`src/include/lcd_pkg.sv`:
```
// constants and helpers shared by both ends of the display instruction link
// ----------------------------------------------------------------------------
// Overview of operation
// - timebase pick bit: 0 internal RC, 1 external
// - on/off frame: digit mask, selects, blank, sleep
// - both selects clear forces display off entirely
// - each digit mask bit lights its digit
// - blank bit holds all outputs at lowest bias
// - sleep holds outputs low, stops timebase unless scanning
// - in sleep only on/off instruction is executed
// - host keeps external clock through execution time; lcd_host drives no external clock
// - shift frame moves dot, side, both, or none
// - direction bit: 0 shifts left, 1 right
// - set address loads char and side pointers
// - char write stores code at supplied address
// - stored code selects glyph rom or user store
// - increment bit advances char address after write
// - during char increment only char writes accepted
// - increment mode uses 24, 8 and 16 bit frames
// - side write stores five bits at supplied address
// - side bit n lights segment 5m+n directly
// - bits sampled on clock rise, latched on enable fall
// - side increment bit advances side address
// - host spaces frames beyond execution time
// ----------------------------------------------------------------------------
package lcd_pkg;
  // ---------------------------------------------------------------------------
  // link framing
  // ---------------------------------------------------------------------------
  localparam logic [7:0] DEV_ADDR    = 8'h42;
  localparam int         FRAME_BITS  = 64;
  localparam logic [6:0] LEN_SHORT   = 7'h08;
  localparam logic [6:0] LEN_MID     = 7'h10;
  localparam logic [6:0] LEN_LONG    = 7'h18;
  localparam logic [6:0] LEN_FULL    = 7'h40;
  // ---------------------------------------------------------------------------
  // opcodes, read as D60 D61 D62 D63
  // ---------------------------------------------------------------------------
  localparam logic [3:0] OP_TECH     = 4'h1;
  localparam logic [3:0] OP_ONOFF    = 4'h2;
  localparam logic [3:0] OP_SHIFT    = 4'h3;
  localparam logic [3:0] OP_SETADDR  = 4'h4;
  localparam logic [3:0] OP_CHARWR   = 4'h5;
  localparam logic [3:0] OP_SIDEWR   = 4'h6;
  // ---------------------------------------------------------------------------
  // field positions
  // ---------------------------------------------------------------------------
  localparam int OP_POS       = 60;
  localparam int DIGIT_LSB    = 40;
  localparam int SEL_DOT_BIT  = 56;
  localparam int SEL_SIDE_BIT = 57;
  localparam int BLANK_BIT    = 58;
  localparam int DIR_BIT      = 58;
  localparam int SLEEP_BIT    = 59;
  localparam int TIMEBASE_BIT = 59;
  localparam int CODE_LSB     = 40;
  localparam int CADDR_LSB    = 48;
  localparam int SADDR_LSB    = 56;
  localparam int SW_ADDR_LSB  = 48;
  localparam int INC_BIT      = 56;
  localparam int SHORT_LSB    = 56;
  localparam int MID_LSB      = 48;
  // ---------------------------------------------------------------------------
  // sizes and reset values
  // ---------------------------------------------------------------------------
  localparam int          DIGITS       = 16;
  localparam int          CHAR_DEPTH   = 64;
  localparam int          SIDE_BITS    = 5;
  localparam int          USER_GLYPHS  = 16;
  localparam logic [15:0] MASK_RESET   = 16'h0000;
  // ---------------------------------------------------------------------------
  // timing: 27 us execution at 300 kHz, 10 ns system clock
  // ---------------------------------------------------------------------------
  localparam int EXEC_TIME_NS   = 27000;
  localparam int CLK_PERIOD_NS  = 10;
  localparam int EXEC_CYCLES    = (EXEC_TIME_NS + CLK_PERIOD_NS - 1) / CLK_PERIOD_NS;
  localparam int GAP_MARGIN     = 300;
  localparam int GAP_CYCLES     = EXEC_CYCLES + GAP_MARGIN;
  localparam int LINK_HALF      = 4;
  localparam logic [2:0] PH_DATA  = 3'h0;
  localparam logic [2:0] PH_RISE  = 3'h2;
  localparam logic [2:0] PH_FALL  = 3'h6;
  localparam logic [2:0] PH_LAST  = 3'h7;

  // opcode of a latched frame
  function automatic logic [3:0] frame_op(input logic [63:0] f);
    frame_op = {f[OP_POS], f[OP_POS+1], f[OP_POS+2], f[OP_POS+3]};
  endfunction
endpackage

```
`src/include/lcd_link_if.sv`:
```
// three-wire serial link between host and display decoder
`timescale 1ns/100ps
interface lcd_link_if;
  logic ce;          // frame enable
  logic shift_strobe; // serial clock
  logic serial_in;   // serial data
  modport dev  (input ce, input shift_strobe, input serial_in);
  modport host (output ce, output shift_strobe, output serial_in);
endinterface

```
`src/hdl/lcd_decoder.sv`:
```
// display instruction decoder: device end of the serial link
`timescale 1ns/100ps
module lcd_decoder
  import lcd_pkg::*;
(
  input  wire logic        clk,                 // system clock
  input  wire logic        rst_n,               // async reset, active low
  lcd_link_if.dev          link,                // serial link from host
  input  wire logic        key_scan_busy,       // key scan running
  input  wire logic [3:0]  scan_digit,          // digit being driven
  output logic [7:0]       glyph_code_q,        // code for scanned digit
  output logic             glyph_user_q,        // code picks user store
  output logic             dot_lit_q,           // dot pattern shown
  output logic [4:0]       side_seg_q,          // side segments shown
  output logic             lowest_bias_level_q, // hold all outputs low
  output logic             osc_run_q,           // timebase running
  output logic             ext_timebase_pick_q, // external clock mode
  output logic             low_power_select_q,  // sleep state
  output logic             auto_increment_q     // increment mode active
);
  logic [63:0] f;
  logic [6:0]  nb;
  logic        done;
  logic [3:0]  op;

  logic [15:0] digit_on_mask_q;
  logic        dot_matrix_content_q;
  logic        side_seg_content_q;
  logic        outputs_off_q;
  logic [5:0]  char_ram_addr_q;
  logic [3:0]  side_seg_store_index_q;
  logic [5:0]  char_ofs_q;
  logic [3:0]  side_ofs_q;
  logic        char_inc_q;
  logic        side_inc_q;
  logic [7:0]  char_code_store [CHAR_DEPTH];
  logic [4:0]  side_seg_store  [DIGITS];

  logic        do_char;
  logic        do_side;
  logic [7:0]  wr_code;
  logic [4:0]  wr_side;
  logic [5:0]  wr_caddr;
  logic [3:0]  wr_saddr;
  logic        next_inc;
  logic        exec_ok;

  // ---------------------------------------------------------------------------
  // frame capture
  // ---------------------------------------------------------------------------
  serial_capture u_cap (
    .clk     (clk),
    .rst_n   (rst_n),
    .ce      (link.ce),
    .sclk    (link.shift_strobe),
    .sdi     (link.serial_in),
    .frame_q (f),
    .nbits_q (nb),
    .done_q  (done)
  );

  assign op = frame_op(f);

  // ---------------------------------------------------------------------------
  // write decode: normal and increment-mode frame forms
  // ---------------------------------------------------------------------------
  always_comb begin
    do_char  = 1'b0;
    do_side  = 1'b0;
    wr_code  = f[CODE_LSB +: 8];
    wr_side  = f[CODE_LSB +: SIDE_BITS];
    wr_caddr = f[CADDR_LSB +: 6];
    wr_saddr = f[SW_ADDR_LSB +: 4];
    next_inc = f[INC_BIT];
    if (char_inc_q) begin
      wr_caddr = char_ram_addr_q;
      if (nb == LEN_SHORT) begin
        do_char  = 1'b1;
        wr_code  = f[SHORT_LSB +: 8];
        next_inc = 1'b1;
      end else if (nb == LEN_MID && op == OP_CHARWR && !f[INC_BIT]) begin
        do_char  = 1'b1;
        wr_code  = f[MID_LSB +: 8];
        next_inc = 1'b0;
      end else if (nb >= LEN_LONG && op == OP_CHARWR) begin
        do_char  = 1'b1;
        wr_caddr = f[CADDR_LSB +: 6];
      end
    end else if (side_inc_q) begin
      wr_saddr = side_seg_store_index_q;
      if (nb == LEN_SHORT) begin
        do_side  = 1'b1;
        wr_side  = f[SHORT_LSB +: SIDE_BITS];
        next_inc = 1'b1;
      end else if (nb == LEN_MID && op == OP_SIDEWR && !f[INC_BIT]) begin
        do_side  = 1'b1;
        wr_side  = f[MID_LSB +: SIDE_BITS];
        next_inc = 1'b0;
      end else if (nb >= LEN_LONG && op == OP_SIDEWR) begin
        do_side  = 1'b1;
        wr_saddr = f[SW_ADDR_LSB +: 4];
      end
    end else if (!low_power_select_q) begin
      do_char = op == OP_CHARWR;
      do_side = op == OP_SIDEWR;
    end
  end

  // plain instructions run outside increment mode; sleep admits on/off only
  assign exec_ok = done && !char_inc_q && !side_inc_q &&
                   (!low_power_select_q || op == OP_ONOFF);

  // ---------------------------------------------------------------------------
  // display on/off and timebase state
  // ---------------------------------------------------------------------------
  always_ff @(posedge clk or negedge rst_n) begin
    if (!rst_n) begin
      digit_on_mask_q      <= MASK_RESET;
      dot_matrix_content_q <= 1'b0;
      side_seg_content_q   <= 1'b0;
      outputs_off_q        <= 1'b0;
      low_power_select_q   <= 1'b0;
      ext_timebase_pick_q  <= 1'b0;
    end else if (exec_ok && op == OP_ONOFF) begin
      digit_on_mask_q      <= f[DIGIT_LSB +: DIGITS];
      dot_matrix_content_q <= f[SEL_DOT_BIT];
      side_seg_content_q   <= f[SEL_SIDE_BIT];
      outputs_off_q        <= f[BLANK_BIT];
      low_power_select_q   <= f[SLEEP_BIT];
    end else if (exec_ok && op == OP_TECH) begin
      ext_timebase_pick_q  <= f[TIMEBASE_BIT];
    end
  end

  // ---------------------------------------------------------------------------
  // display window shift
  // ---------------------------------------------------------------------------
  always_ff @(posedge clk or negedge rst_n) begin
    if (!rst_n) begin
      char_ofs_q <= 6'h00;
      side_ofs_q <= 4'h0;
    end else if (exec_ok && op == OP_SETADDR) begin
      // address load also places the window start
      char_ofs_q <= f[CADDR_LSB +: 6];
      side_ofs_q <= f[SADDR_LSB +: 4];
    end else if (exec_ok && op == OP_SHIFT) begin
      if (f[SEL_DOT_BIT]) begin
        char_ofs_q <= f[DIR_BIT] ? 6'(char_ofs_q - 6'h01) : 6'(char_ofs_q + 6'h01);
      end
      if (f[SEL_SIDE_BIT]) begin
        side_ofs_q <= f[DIR_BIT] ? 4'(side_ofs_q - 4'h1) : 4'(side_ofs_q + 4'h1);
      end
    end
  end

  // ---------------------------------------------------------------------------
  // address pointer and increment modes
  // ---------------------------------------------------------------------------
  always_ff @(posedge clk or negedge rst_n) begin
    if (!rst_n) begin
      char_ram_addr_q        <= 6'h00;
      side_seg_store_index_q <= 4'h0;
      char_inc_q             <= 1'b0;
      side_inc_q             <= 1'b0;
    end else if (exec_ok && op == OP_SETADDR) begin
      char_ram_addr_q        <= f[CADDR_LSB +: 6];
      side_seg_store_index_q <= f[SADDR_LSB +: 4];
    end else if (done && do_char) begin
      char_ram_addr_q <= next_inc ? 6'(wr_caddr + 6'h01) : wr_caddr;
      char_inc_q      <= next_inc;
    end else if (done && do_side) begin
      side_seg_store_index_q <= next_inc ? 4'(wr_saddr + 4'h1) : wr_saddr;
      side_inc_q             <= next_inc;
    end
  end

  // ---------------------------------------------------------------------------
  // display stores
  // ---------------------------------------------------------------------------
  always_ff @(posedge clk or negedge rst_n) begin
    if (!rst_n) begin
      for (int i = 0; i < CHAR_DEPTH; i++) begin
        char_code_store[i] <= 8'h00;
      end
      for (int i = 0; i < DIGITS; i++) begin
        side_seg_store[i] <= 5'h00;
      end
    end else if (done && do_char) begin
      char_code_store[wr_caddr] <= wr_code;
    end else if (done && do_side) begin
      side_seg_store[wr_saddr] <= wr_side;
    end
  end

  // ---------------------------------------------------------------------------
  // scanned digit outputs
  // ---------------------------------------------------------------------------
  always_ff @(posedge clk or negedge rst_n) begin
    if (!rst_n) begin
      glyph_code_q        <= 8'h00;
      glyph_user_q        <= 1'b0;
      dot_lit_q           <= 1'b0;
      side_seg_q          <= 5'h00;
      lowest_bias_level_q <= 1'b0;
      osc_run_q           <= 1'b1;
      auto_increment_q    <= 1'b0;
    end else begin
      glyph_code_q <= char_code_store[6'(char_ofs_q + {2'h0, scan_digit})];
      glyph_user_q <= char_code_store[6'(char_ofs_q + {2'h0, scan_digit})]
                      < 8'(USER_GLYPHS);
      dot_lit_q    <= dot_matrix_content_q && digit_on_mask_q[scan_digit] &&
                      !outputs_off_q && !low_power_select_q;
      side_seg_q   <= (side_seg_content_q && digit_on_mask_q[scan_digit] &&
                       !outputs_off_q && !low_power_select_q)
                      ? side_seg_store[4'(side_ofs_q + scan_digit)] : 5'h00;
      lowest_bias_level_q <= outputs_off_q || low_power_select_q;
      osc_run_q           <= !low_power_select_q || key_scan_busy;
      auto_increment_q    <= char_inc_q || side_inc_q;
    end
  end
endmodule

```
`src/hdl/serial_capture.sv`:
```
// synchronises the serial link and assembles frames
`timescale 1ns/100ps
module serial_capture
  import lcd_pkg::*;
(
  input  wire logic        clk,      // system clock
  input  wire logic        rst_n,    // async reset, active low
  input  wire logic        ce,       // link enable pin
  input  wire logic        sclk,     // link clock pin
  input  wire logic        sdi,      // link data pin
  output logic [63:0]      frame_q,  // assembled frame, last bit at 63
  output logic [6:0]       nbits_q,  // bits received
  output logic             done_q    // one-cycle frame latch pulse
);
  logic [2:0] s1_q;
  logic [2:0] s2_q;
  logic [1:0] prev_q;
  logic [7:0] addr_q;
  logic       ce_now;
  logic       cl_rise;
  logic       ce_rise;
  logic       ce_fall;

  // ---------------------------------------------------------------------------
  // two-stage synchronisers and edge detection
  // ---------------------------------------------------------------------------
  always_ff @(posedge clk or negedge rst_n) begin
    if (!rst_n) begin
      s1_q   <= 3'h0;
      s2_q   <= 3'h0;
      prev_q <= 2'h0;
    end else begin
      s1_q   <= {ce, sclk, sdi};
      s2_q   <= s1_q;
      prev_q <= s2_q[2:1];
    end
  end

  assign ce_now  = s2_q[2];
  assign cl_rise = s2_q[1] & ~prev_q[0];
  assign ce_rise = ce_now & ~prev_q[1];
  assign ce_fall = ~ce_now & prev_q[1];

  // ---------------------------------------------------------------------------
  // address byte while enable low, data while enable high
  // ---------------------------------------------------------------------------
  always_ff @(posedge clk or negedge rst_n) begin
    if (!rst_n) begin
      addr_q  <= 8'h00;
      frame_q <= 64'h0;
      nbits_q <= 7'h00;
    end else if (ce_rise) begin
      frame_q <= 64'h0;
      nbits_q <= 7'h00;
    end else if (cl_rise && !ce_now) begin
      addr_q <= {s2_q[0], addr_q[7:1]};
    end else if (cl_rise && nbits_q != LEN_FULL) begin
      frame_q <= {s2_q[0], frame_q[63:1]};
      nbits_q <= 7'(nbits_q + 7'h01);
    end
  end

  // latch only frames addressed to this decoder
  always_ff @(posedge clk or negedge rst_n) begin
    if (!rst_n) begin
      done_q <= 1'b0;
    end else begin
      done_q <= ce_fall && addr_q == DEV_ADDR && nbits_q != 7'h00;
    end
  end
endmodule

```
`src/flat_wrapper.sv`:
```
// flat-port wrapper written by rule: the top's interface ports become plain ports
module lcd_decoder_flat import lcd_pkg::*;
  (clk, rst_n, key_scan_busy, scan_digit, glyph_code_q, glyph_user_q, dot_lit_q, side_seg_q, lowest_bias_level_q, osc_run_q, ext_timebase_pick_q, low_power_select_q, auto_increment_q, link_ce, link_shift_strobe, link_serial_in);
  lcd_link_if link_i ();
  input  wire logic clk;
  input  wire logic rst_n;
  input  wire logic key_scan_busy;
  input  wire logic [3:0] scan_digit;
  output logic [7:0] glyph_code_q;
  output logic glyph_user_q;
  output logic dot_lit_q;
  output logic [4:0] side_seg_q;
  output logic lowest_bias_level_q;
  output logic osc_run_q;
  output logic ext_timebase_pick_q;
  output logic low_power_select_q;
  output logic auto_increment_q;
  input wire logic [$bits(link_i.ce)-1:0] link_ce;
  input wire logic [$bits(link_i.shift_strobe)-1:0] link_shift_strobe;
  input wire logic [$bits(link_i.serial_in)-1:0] link_serial_in;
  assign link_i.ce = link_ce;
  assign link_i.shift_strobe = link_shift_strobe;
  assign link_i.serial_in = link_serial_in;
  lcd_decoder u_core (.clk(clk), .rst_n(rst_n), .link(link_i), .key_scan_busy(key_scan_busy), .scan_digit(scan_digit), .glyph_code_q(glyph_code_q), .glyph_user_q(glyph_user_q), .dot_lit_q(dot_lit_q), .side_seg_q(side_seg_q), .lowest_bias_level_q(lowest_bias_level_q), .osc_run_q(osc_run_q), .ext_timebase_pick_q(ext_timebase_pick_q), .low_power_select_q(low_power_select_q), .auto_increment_q(auto_increment_q));
endmodule
```
`config.mk`:
```
export PLATFORM = sky130hd
export DESIGN_NAME = lcd_decoder_flat
export DESIGN_NICKNAME = d
export VERILOG_FILES = /design/src/include/lcd_pkg.sv /design/src/include/lcd_link_if.sv /design/src/hdl/lcd_decoder.sv /design/src/hdl/serial_capture.sv /design/src/flat_wrapper.sv
export SDC_FILE = /design/constraint.sdc
export NUM_CORES = 1
export LEC_CHECK = 0
export BUFFER_PORTS_ARGS = -buffer_cell sky130_fd_sc_hd__buf_4
export CAP_MARGIN = 20
export CORE_MARGIN = 2
export CORE_UTILIZATION = 24
export DETAILED_ROUTE_END_ITERATION = 6
export PLACE_DENSITY = 0.35
export SYNTH_ARGS = -nofsm -noshare
export SYNTH_HDL_FRONTEND = slang
export SYNTH_SLANG_ARGS = --single-unit
```
`constraint.sdc`:
```
create_clock -name clk -period 2.9 [get_ports clk]
set_input_delay 0.29 -clock clk [delete_from_list [all_inputs] [get_ports clk]]
set_output_delay 0.29 -clock clk [all_outputs]
set_load 0.1 [all_outputs]
```
Yosys cells after proc, flatten, opt, wreduce, memory -nomap -nowiden
Index checks and enable logic that the tools add are counted.
{ "word_totals": {"regBits": 741, "inputBits": 10, "elab_cells": 273} }
{ "op_classes": {"add_sub_neg": 9, "order_cmp": 9, "eq_ne": 12, "muxes": 70, "bitwise_logic": 14, "n_reduce_logical": 53} }
{ "ops": {"columns": ["operator", "count"], "rows": [
  ["bitwise mux 512 bit", 1],
  ["2-to-1 mux 64 bit", 3],
  ["bitwise mux 80 bit", 1],
  ["2-to-1 mux 6 bit", 11],
  ["2-to-1 mux 4 bit", 13],
  ["binary-select mux 8 bit (select 6 bit)", 1],
  ["demux 8 bit (select 6 bit)", 1],
  ["2-to-1 mux 8 bit", 6],
  ["2-to-1 mux 5 bit", 8],
  ["logical AND 1 bit", 27],
  ["2-to-1 mux 7 bit", 3],
  ["binary-select mux 5 bit (select 4 bit)", 1],
  ["demux 5 bit (select 4 bit)", 1],
  ["2-to-1 mux 1 bit", 19],
  ["AND reduction 2 bit", 8],
  ["greater-or-equal comparator 7 bit (second input constant)", 2],
  ["NOT 6 -> 7 bit", 2],
  ["adder 6 x 1 -> 6 bit (second input constant)", 2],
  ["equality test 4 x 3 -> 1 bit (second input constant)", 3],
  ["nonzero test 2 bit", 6],
  ["greater-or-equal comparator 5 bit (second input constant)", 2],
  ["NOT 4 -> 5 bit", 2],
  ["adder 4 x 1 -> 4 bit (second input constant)", 2],
  ["equality test 4 x 2 -> 1 bit (second input constant)", 2],
  ["other kinds (24)", 40]
]} }

Logic depth before layout (Yosys ltp)
Gate-level depths: netlist of run 1.
{ "depth": {"ltp_word": 13, "mapped_depth": 13, "ltp_nobuf": 9} }

By module
From an unflattened synthesis of run 1, not the netlist that was laid out.
{ "unflattened": {"cells_unflattened": 2396, "hier_area_um2": 34533.1} }
{ "by_module_without_submodules": {"columns": ["module", "instances", "cells_each", "area_each_um2"], "rows": [
  ["lcd_decoder", 1, 2104, 30835.8],
  ["serial_capture", 1, 292, 3697.3]
]} }

Worst setup path after synthesis of run 1
Ideal clock, no wire load.
{ "synth_timing": {"path_type": "register to register", "startpoint": "register u_core.char_ofs_q[0]", "endpoint": "register u_core.glyph_user_q", "arrival_ns": 2.939, "required_time_ns": 2.799, "slack_ns": -0.140, "path_stages_with_launch": 11, "n_path_buf": 2, "cell_sequence": "dfrtp_1 ha_1 fa_1 xnor2_1 buf_1 clkbuf_1 mux2i_1 mux2i_1 mux2i_1 mux2i_1 nor4_1"} }
{ "synth_between": {"elab_chain_len": 6} }
{ "synth_lines": {"columns": ["element", "line", "source"], "rows": [
  ["start, declared", "lcd_decoder.sv:32", "logic [5:0] char_ofs_q;"],
  ["start signal, assigned", "lcd_decoder.sv:144", "char_ofs_q <= f[CADDR_LSB +: 6];"],
  ["start signal, assigned", "lcd_decoder.sv:148", "char_ofs_q <= f[DIR_BIT] ? 6'(char_ofs_q - 6'h01) : 6'(char_ofs_q + 6'h01);"],
  ["adder 6 x 4 -> 6 bit", "lcd_decoder.sv:209", "glyph_user_q <= char_code_store[6'(char_ofs_q + {2'h0, scan_digit})]"],
  ["NOT 6 -> 7 bit (not written as such)", "lcd_decoder.sv:209", null],
  ["binary-select mux 8 bit (select 6 bit)", "lcd_decoder.sv:209", null],
  ["2-to-1 mux 8 bit (not written as such) (2 in a row)", "lcd_decoder.sv:209", null],
  ["< comparator 8 x 5 -> 1 bit", "lcd_decoder.sv:210", "< 8'(USER_GLYPHS);"],
  ["end signal, assigned", "lcd_decoder.sv:209", null],
  ["end, declared", "lcd_decoder.sv:12", "output logic glyph_user_q,"]
]} }
No other way between the ends. The select of a mux whose other input is x is not followed.
A chain may end at the register's enable or synchronous reset.

Final worst setup path of run 1
{ "layout_timing": {"startpoint": "register u_core.char_ofs_q[0]", "endpoint": "register u_core.glyph_code_q[3]"} }
{ "layout_between": {"elab_chain_len": 5} }
{ "layout_lines": {"columns": ["element", "line", "source"], "rows": [
  ["adder 6 x 4 -> 6 bit", "lcd_decoder.sv:208", "glyph_code_q <= char_code_store[6'(char_ofs_q + {2'h0, scan_digit})];"],
  ["NOT 6 -> 7 bit (not written as such)", "lcd_decoder.sv:208", null],
  ["binary-select mux 8 bit (select 6 bit)", "lcd_decoder.sv:208", null],
  ["2-to-1 mux 8 bit (not written as such) (2 in a row)", "lcd_decoder.sv:208", null],
  ["end signal, assigned", "lcd_decoder.sv:208", null],
  ["end, declared", "lcd_decoder.sv:11", "output logic [7:0] glyph_code_q,"]
]} }
No other way between the ends. The select of a mux whose other input is x is not followed.

==> run_results.csv, run 1 <==
group,metric,value,unit
outcome,run_status,"finished with violations",
outcome,violations,"negative setup slack",
detailed_routing,drt_iter0_markers,1326,
global_routing,grtUsageTotal,0.148,
timing,min_period,3.22,ns
placement,place_ws,-0.506,ns
detailed_routing,wl_per_cell,21.4,um
logic_synthesis,synth_cells,2644,
cells_and_area,layout.cells.non_filler,4694,
timing,maxSlewHeadroom,0.383,
pwr,p_sw_frac,0.229,
setup_path,worstSetupEndpointType,"register",
clock_tree,cts.sinks,701,
pwr,pwr-share-comb,0.037,
hold_path,hold_class,"primary input to async pin",
placement,io_buffers,29,
logic_synthesis,synth_edf_count,0,
timing,max_freq,310,MHz
global_routing,grt_pass1_wl,153,mm
placement,dpl.hpwl,69.6,mm
setup_path,path_max_fanout,8,
global_routing,antenna_found_initial,4,
detailed_routing,via_per_inst,4.57,
timing,slew_violations,0,
pwr,vdd_ir_drop_max,0.000407,V
clock_tree,htreeDepth,3,
pwr,p_sw,0.00507,W
setup_path,critPathRequiredTime,3.47,ns
detailed_routing,firstDrtPassIters,4,
logic_synthesis,synth_cell_types,65,
logic_synthesis,seq_area_frac_synth,0.542,
run,drv_cap,0,
setup_path,cp.arrival,3.79,ns
setup_path,worstSetupStartpointType,"register",
logic_synthesis,synth_compound_area_frac,0.0886,
timing,whs,0.246,ns
floorplanning,start_util,0.242,
cells_and_area,nets,2885,
timing,final-hold-violation-count,0,
detailed_routing,ant_nets,0,
clock_tree,clk_pin_slew,0.06,ns
clock_tree,clk_latency,0.70,ns
timing,worstMarginPinSlew,0.925,ns
floorplanning,io_pins,30,
pwr,pwr-share-clk,0.517,
pwr,p_leak,18.3,nW
logic_synthesis,synth-simple-area-share,0.0900,
cells_and_area,area_growth,24.7,%
floorplanning,die_area,138000,um^2
global_routing,grt_max_degree,77,
timing,setup-violations-final,9,
cells_and_area,layout-drive-gt1-share,0.336,
global_routing,grt_overflow,0,
clock_tree,cts_buffers,86,
timing,fin_crit_sh,1.11,
pwr,intPower,0.0171,W
detailed_routing,drc,0,
timing,rsz0062_at_grt,"true",
floorplanning,die_x,371,um
logic_synthesis,syn-num-nets,2678,
cells_and_area,n_fill_cell,13400,
logic_synthesis,synthXorXnorAreaFrac,0.00704,
logic_synthesis,syn_area,32400,um^2
detailed_routing,vias,21400,
logic_synthesis,synth-async-reset-ratio,1.00,
floorplanning,core_area,134000,um^2
placement,post-place-cells,4511,
setup_path,crit_type,"register to register",
logic_synthesis,synth_top_family_by_area,"multiplexers",
logic_synthesis,yosysWarnings,0,
clock_tree,clk_path_buf_depth,3,
logic_synthesis,synth_top_flop_cell,"dfrtp_1",
logic_synthesis,synth_seq_cells,701,
detailed_routing,routed_wl,101,mm
clock_tree,cts_root_buf,"clkbuf_16",
placement,globalplace.congestion,0.780,
timing,layout_setup_ws,-0.324,ns
pwr,seq_power_share,0.446,
floorplanning,die_h,371,um
timing,finClkSkew,0.0449,ns
logic_synthesis,synth_area_per_cell,12.2,um^2
pwr,power_per_cell_area,549,nW/um^2
logic_synthesis,synthAdderAreaFrac,0.0102,
floorplanning,num_rows,134,
logic_synthesis,synthMuxAreaShare,0.231,
global_routing,grt_pass1_vias,22900,
clock_tree,cts_tree,"yes",
==> per-stage QoR <==
stage / util / TNS [ns] / total power, W / area (um^2)
floorplan: - / -0.00756 / 0.0103 / 32400
global placement: 0.275 / -3.27 / 0.0108 / 36800
detailed placement: 0.275 / -3.46 / 0.0108 / 36800
CTS: 0.301 / -2.71 / 0.0226 / 40200
global route: 0.302 / -3.18 / 0.0231 / 40400
finish: 0.302 / -2.22 / 0.0221 / 40400
==> cell type report <==
type | instances | area [um^2] | area share
timing repair buffer | 331 | 3320 | 0.0822
clock buffer | 118 | 2420 | 0.0600
multi-input combinational | 1713 | 14200 | 0.352
antenna | 2 | 5.00 | 0.000124
sequential | 701 | 17500 | 0.435
tap | 1768 | 2210 | 0.0548
inverter | 18 | 67.6 | 0.00167
clock inverter | 43 | 601 | 0.0149
==> power by group through the flow <==
stage | Combinational [W] | Sequential (W) | Clock, W
finish | 0.000815 | 0.00987 | 0.0115
floorplan | 0.000307 | 0.0100 | 0
CTS | 0.000848 | 0.00987 | 0.0119
global route | 0.000899 | 0.00987 | 0.0123
global placement | 0.000772 | 0.0100 | 0
detailed placement | 0.000788 | 0.0101 | 0
==> cell usage in the layout, fill, tap and decap left out, types with 13 or more instances in the layout <==
cell and n:
nand3_1 44, nor2_1 194, a22o_1 18, mux4_2 169
o21ai_1 38, nor2b_1 13, a21oi_1 171, ha_1 19
o21ai_0 228, and3_1 14, mux2i_2 20, clkinv_2 21
buf_12 58, nor3_2 17, clkbuf_8 15, nand2_1 284
clkbuf_16 87, a211oi_1 13, dfrtp_1 700, mux2i_1 57
xnor2_1 15, inv_1 16, mux2_2 240, clkbuf_1 17
buf_4 256
==> cells by family after synthesis <==
family,count (synthesis)
mux,499
simple gates,639
xor+xnor,26
fa+ha+maj,24
buf+inv,230
flops,701
compound gates,525
==> repair_timing <==
action                                  4_1_cts  5_1_grt
endpoints found under the setup margin       10      295
gates cloned                                  4        1
endpoints found under the hold margin        62        0
hold buffers                                  5        0
setup buffers                                 8        5
pin swaps                                     1        4
gates resized for setup                      32       49
==> synthesized netlist by cell type (5+ instances only) <==
cell type  instances  area [um^2]
clkbuf_1         118          443
nand4_1           11         68.8
a22o_1            18          158
xnor2_1           18          158
a22oi_1           16          120
xor2_1             8         70.1
buf_2             64          320
nand3_1           47          235
a21o_1             7         52.6
o21ai_1           36          180
nand2_1          288         1080
nor2b_1           13         81.3
a21oi_1          171          856
nand2b_1           5         31.3
buf_4             14          105
dfrtp_1          700        17500
nor3_2            24          240
mux2i_4            5          113
mux2i_1           79          791
nor3_1             7         35.0
nor2_1           197          739
buf_1             14         52.6
a211oi_1          13         97.6
mux4_2           169         3810
and3_1            15         93.8
a221o_1            5         50.1
o21a_1             5         37.5
mux2_2           244         2750
o21ai_0          236         1180
ha_1              20          250
inv_1             16         60.1
==> sequential cells by signal, summed over array words and instances (netlist names), 6 cells and up <==
name                    flops
u_core.u_cap.nbits_q        7
u_core.char_code_store    512
u_core.char_ram_addr_q      6
u_core.char_ofs_q           6
u_core.digit_on_mask_q     16
u_core.glyph_code_q         8
u_core.side_seg_store      80
u_core.u_cap.frame_q       24
u_core.u_cap.addr_q         8
==> worst paths after layout <==
path / slack [ns] / end / cells past startpoint / startpoint
max: -0.32 / u_core.glyph_code_q[3] / 11 / u_core.char_ofs_q[0]
min: 0.25 / u_core.char_code_store[392] / 2 / rst_n
max reg2reg: -0.32 / u_core.glyph_code_q[3] / 11 / u_core.char_ofs_q[0]
min reg2reg: 0.35 / u_core.u_cap.s2_q[0] / 0 / u_core.u_cap.s1_q[0]
max in group asynchronous: 1.69 / u_core.u_cap.frame_q[59] / 4 / rst_n
min in group clk: 0.26 / u_core.u_cap.s1_q[2] / 2 / link_ce
==> per-layer routing <==
layer | wire [um] | GRT usage | vias up
li1 | - | - | 9950
met1 | 46700 | 0.202 | 11000
met2 | 47600 | 0.239 | 345
met3 | 3280 | 0.0248 | 148
met4 | 2970 | 0.0502 | 0
met5 | 0 | 0 | -
==> critical path, stage by stage, from the launching register on <==
cell and delay [ns]:
dfrtp_1 0.40, ha_4 0.17, fa_4 0.76, buf_12 0.15
buf_12 0.15, buf_12 0.11, buf_12 0.12, buf_8 0.13
mux4_2 0.29, mux4_2 0.53, mux2i_1 0.18, o21ai_1 0.07
Power figures use the tool's default switching activity.
==> run 2, diff against run 1 <==
--- a/config.mk
+++ b/config.mk
@@ -5,12 +5,14 @@
 export SDC_FILE = /design/constraint.sdc
 export NUM_CORES = 1
 export LEC_CHECK = 0
+export ABC_AREA = 0
 export BUFFER_PORTS_ARGS = -buffer_cell sky130_fd_sc_hd__buf_4
 export CAP_MARGIN = 20
+export CORE_ASPECT_RATIO = 0.8
 export CORE_MARGIN = 2
 export CORE_UTILIZATION = 24
 export DETAILED_ROUTE_END_ITERATION = 6
-export PLACE_DENSITY = 0.35
+export PLACE_DENSITY = 0.43
 export SYNTH_ARGS = -nofsm -noshare
 export SYNTH_HDL_FRONTEND = slang
 export SYNTH_SLANG_ARGS = --single-unit
==> run_results.csv, run 2 (synthesis gave the netlist of run 1 again) <==
group,metric,value,unit
outcome,run_status,"finished with violations",
detailed_routing,wl_per_cell,20.4,um
timing,worstMarginPinSlew,0.917,ns
setup_path,worstSetupStartpointType,"register",
timing,maxSlewHeadroom,0.384,
detailed_routing,via_per_inst,4.58,
cells_and_area,nets,2876,
cells_and_area,largest_reg_flops,512,
global_routing,antenna_found_initial,2,
clock_tree,cts_buffers,81,
detailed_routing,ant_nets,0,
detailed_routing,drt_iter0_markers,1391,
setup_path,cp.arrival,3.73,ns
global_routing,met3_usage,0.0218,
clock_tree,htreeDepth,3,
global_routing,grt_pass1_wl,147,mm
placement,io_buffers,29,
cells_and_area,final_common_cell,"dfrtp_1",
setup_path,r2r_setup_slack,-0.28,ns
timing,layout_setup_ws,-0.279,ns
floorplanning,core_area,134000,um^2
timing,finClkSkew,0.0251,ns
clock_tree,cts_root_buf,"clkbuf_16",
setup_path,worstSetupEndpointType,"register",
setup_path,crit_type,"register to register",
hold_path,hold_class,"primary input to async pin",
global_routing,grt_max_degree,71,
global_routing,grt_pass1_vias,21800,
timing,min_period,3.18,ns
global_routing,met2_usage,0.202,
global_routing,busiest_layer,"met1",
detailed_routing,routed_wl,95.1,mm
cells_and_area,n_fill_cell,13500,
floorplanning,die_x,415,um
placement,place_ws,-0.396,ns
timing,setup-violations-final,9,
setup_path,path_max_fanout,11,
global_routing,grt_overflow,0,
timing,slew_violations,0,
pwr,vdd_ir_drop_max,0.000344,V
cells_and_area,top_register,"u_core.char_code_store",
floorplanning,die_h,332,um
placement,globalplace.congestion,0.774,
outcome,violations,"negative setup slack",
cells_and_area,post-route-cell-area,40100,um^2
setup_path,critPathRequiredTime,3.45,ns
cells_and_area,reg_top3,"u_core.char_code_store (512), u_core.side_seg_store (80), u_core.u_cap.frame_q (24)",
clock_tree,cts_tree,"yes",
global_routing,grtUsageTotal,0.139,
cells_and_area,area_growth,23.7,%
timing,max_freq,315,MHz
clock_tree,cts.sinks,701,
floorplanning,die_area,138000,um^2
placement,dpl_cell_area,36800,um^2
pwr,p_leak,18.0,nW
cells_and_area,layout-drive-gt1-share,0.328,
floorplanning,start_util,0.242,
cells_and_area,multi_input_area,14100,um^2
floorplanning,num_rows,120,
clock_tree,clk_path_buf_depth,3,
global_routing,grt_use_met1,0.213,
detailed_routing,firstDrtPassIters,5,
timing,fin_crit_sh,1.10,
cells_and_area,layout_common_cells,"dfrtp_1, nand2_1, buf_4, mux2_2, o21ai_0",
detailed_routing,vias,21400,
clock_tree,clk_latency,0.68,ns
cells_and_area,final_core_util,0.299,
timing,final-hold-violation-count,0,
floorplanning,io_pins,30,
placement,dpl.hpwl,64.5,mm
cells_and_area,final-seq-area,17500,um^2
run,drv_cap,0,
detailed_routing,drc,0,
timing,rsz0062_at_grt,"true",
pwr,power_per_cell_area,531,nW/um^2
clock_tree,clk_pin_slew,0.06,ns
## run 2: power by group
| group | switching, W | internal [W] |
|---|---|---|
| Clock | 0.00435 | 0.00625 |
| Combinational | 0.000469 | 0.000325 |
| Sequential | 0.0000372 | 0.00984 |
| Total | 0.00486 | 0.0164 |
## run 2: metal layers
| layer | share of wire | wire length [um] |
|---|---|---|
| met1 | 0.51 | 48800 |
| met2 | 0.43 | 40700 |
| met3 | 0.038 | 3650 |
| met4 | 0.020 | 1910 |
| met5 | 0 | 0 |
## run 2: final timing paths
path / from / endpoint / depth (start not counted)
setup reg to reg: u_core.char_ofs_q[0] / u_core.glyph_code_q[0] / 9
setup / recovery: u_core.char_ofs_q[0] / u_core.glyph_code_q[0] / 9
hold / removal: rst_n / u_core.char_code_store[458] / 2
hold reg to reg: u_core.u_cap.s1_q[1] / u_core.u_cap.s2_q[1] / 0
max in group asynchronous: rst_n / u_core.char_code_store[145] / 3
min in group clk: link_shift_strobe / u_core.u_cap.s1_q[1] / 2
## run 2: worst max-delay path: stages, from the launching register on
cell and delay, ns:
dfrtp_1 0.41, ha_4 0.17, fa_4 0.83, buf_12 0.17, buf_4 0.13, mux4_2 0.32, mux4_2 0.52, mux2_4 0.33
nand2_2 0.09, o21ai_0 0.07
## run 2: metrics by stage
stage	power [W]	cells	TNS [ns]	hold WS [ns]
5_1_grt	0.0221	4672	-2.22	0.255
4_1_cts	0.0217	4665	-1.59	0.205
3_5_place_dp	0.0108	4506	-33.34	0.336
2_1_floorplan	0.0103	2644	-0.00756	-0.00559
6_report	0.0213	4672	-1.66	0.212
3_3_place_gp	0.0108	4506	-31.12	0.339
## run 2: layout make-up
| cell class | instances | area share |
|---|---|---|
| well taps | 1769 | 0.0553 |
| clock inverters | 34 | 0.0108 |
| clock buffers | 109 | 0.0570 |
| diodes | 1 | 0.0000625 |
| flip-flops and latches | 701 | 0.438 |
| multi-input cells | 1713 | 0.353 |
| inverters | 18 | 0.00169 |
| repair buffers | 327 | 0.0845 |
## run 2: repair_timing
item | in CTS | in global routing
endpoints found under the hold margin | 41 | 0
pin swaps | 1 | 3
hold buffers | 5 | 0
setup buffers | 9 | 5
resized for setup | 23 | 28
cloned | 2 | 1
endpoints found under the setup margin | 343 | 426
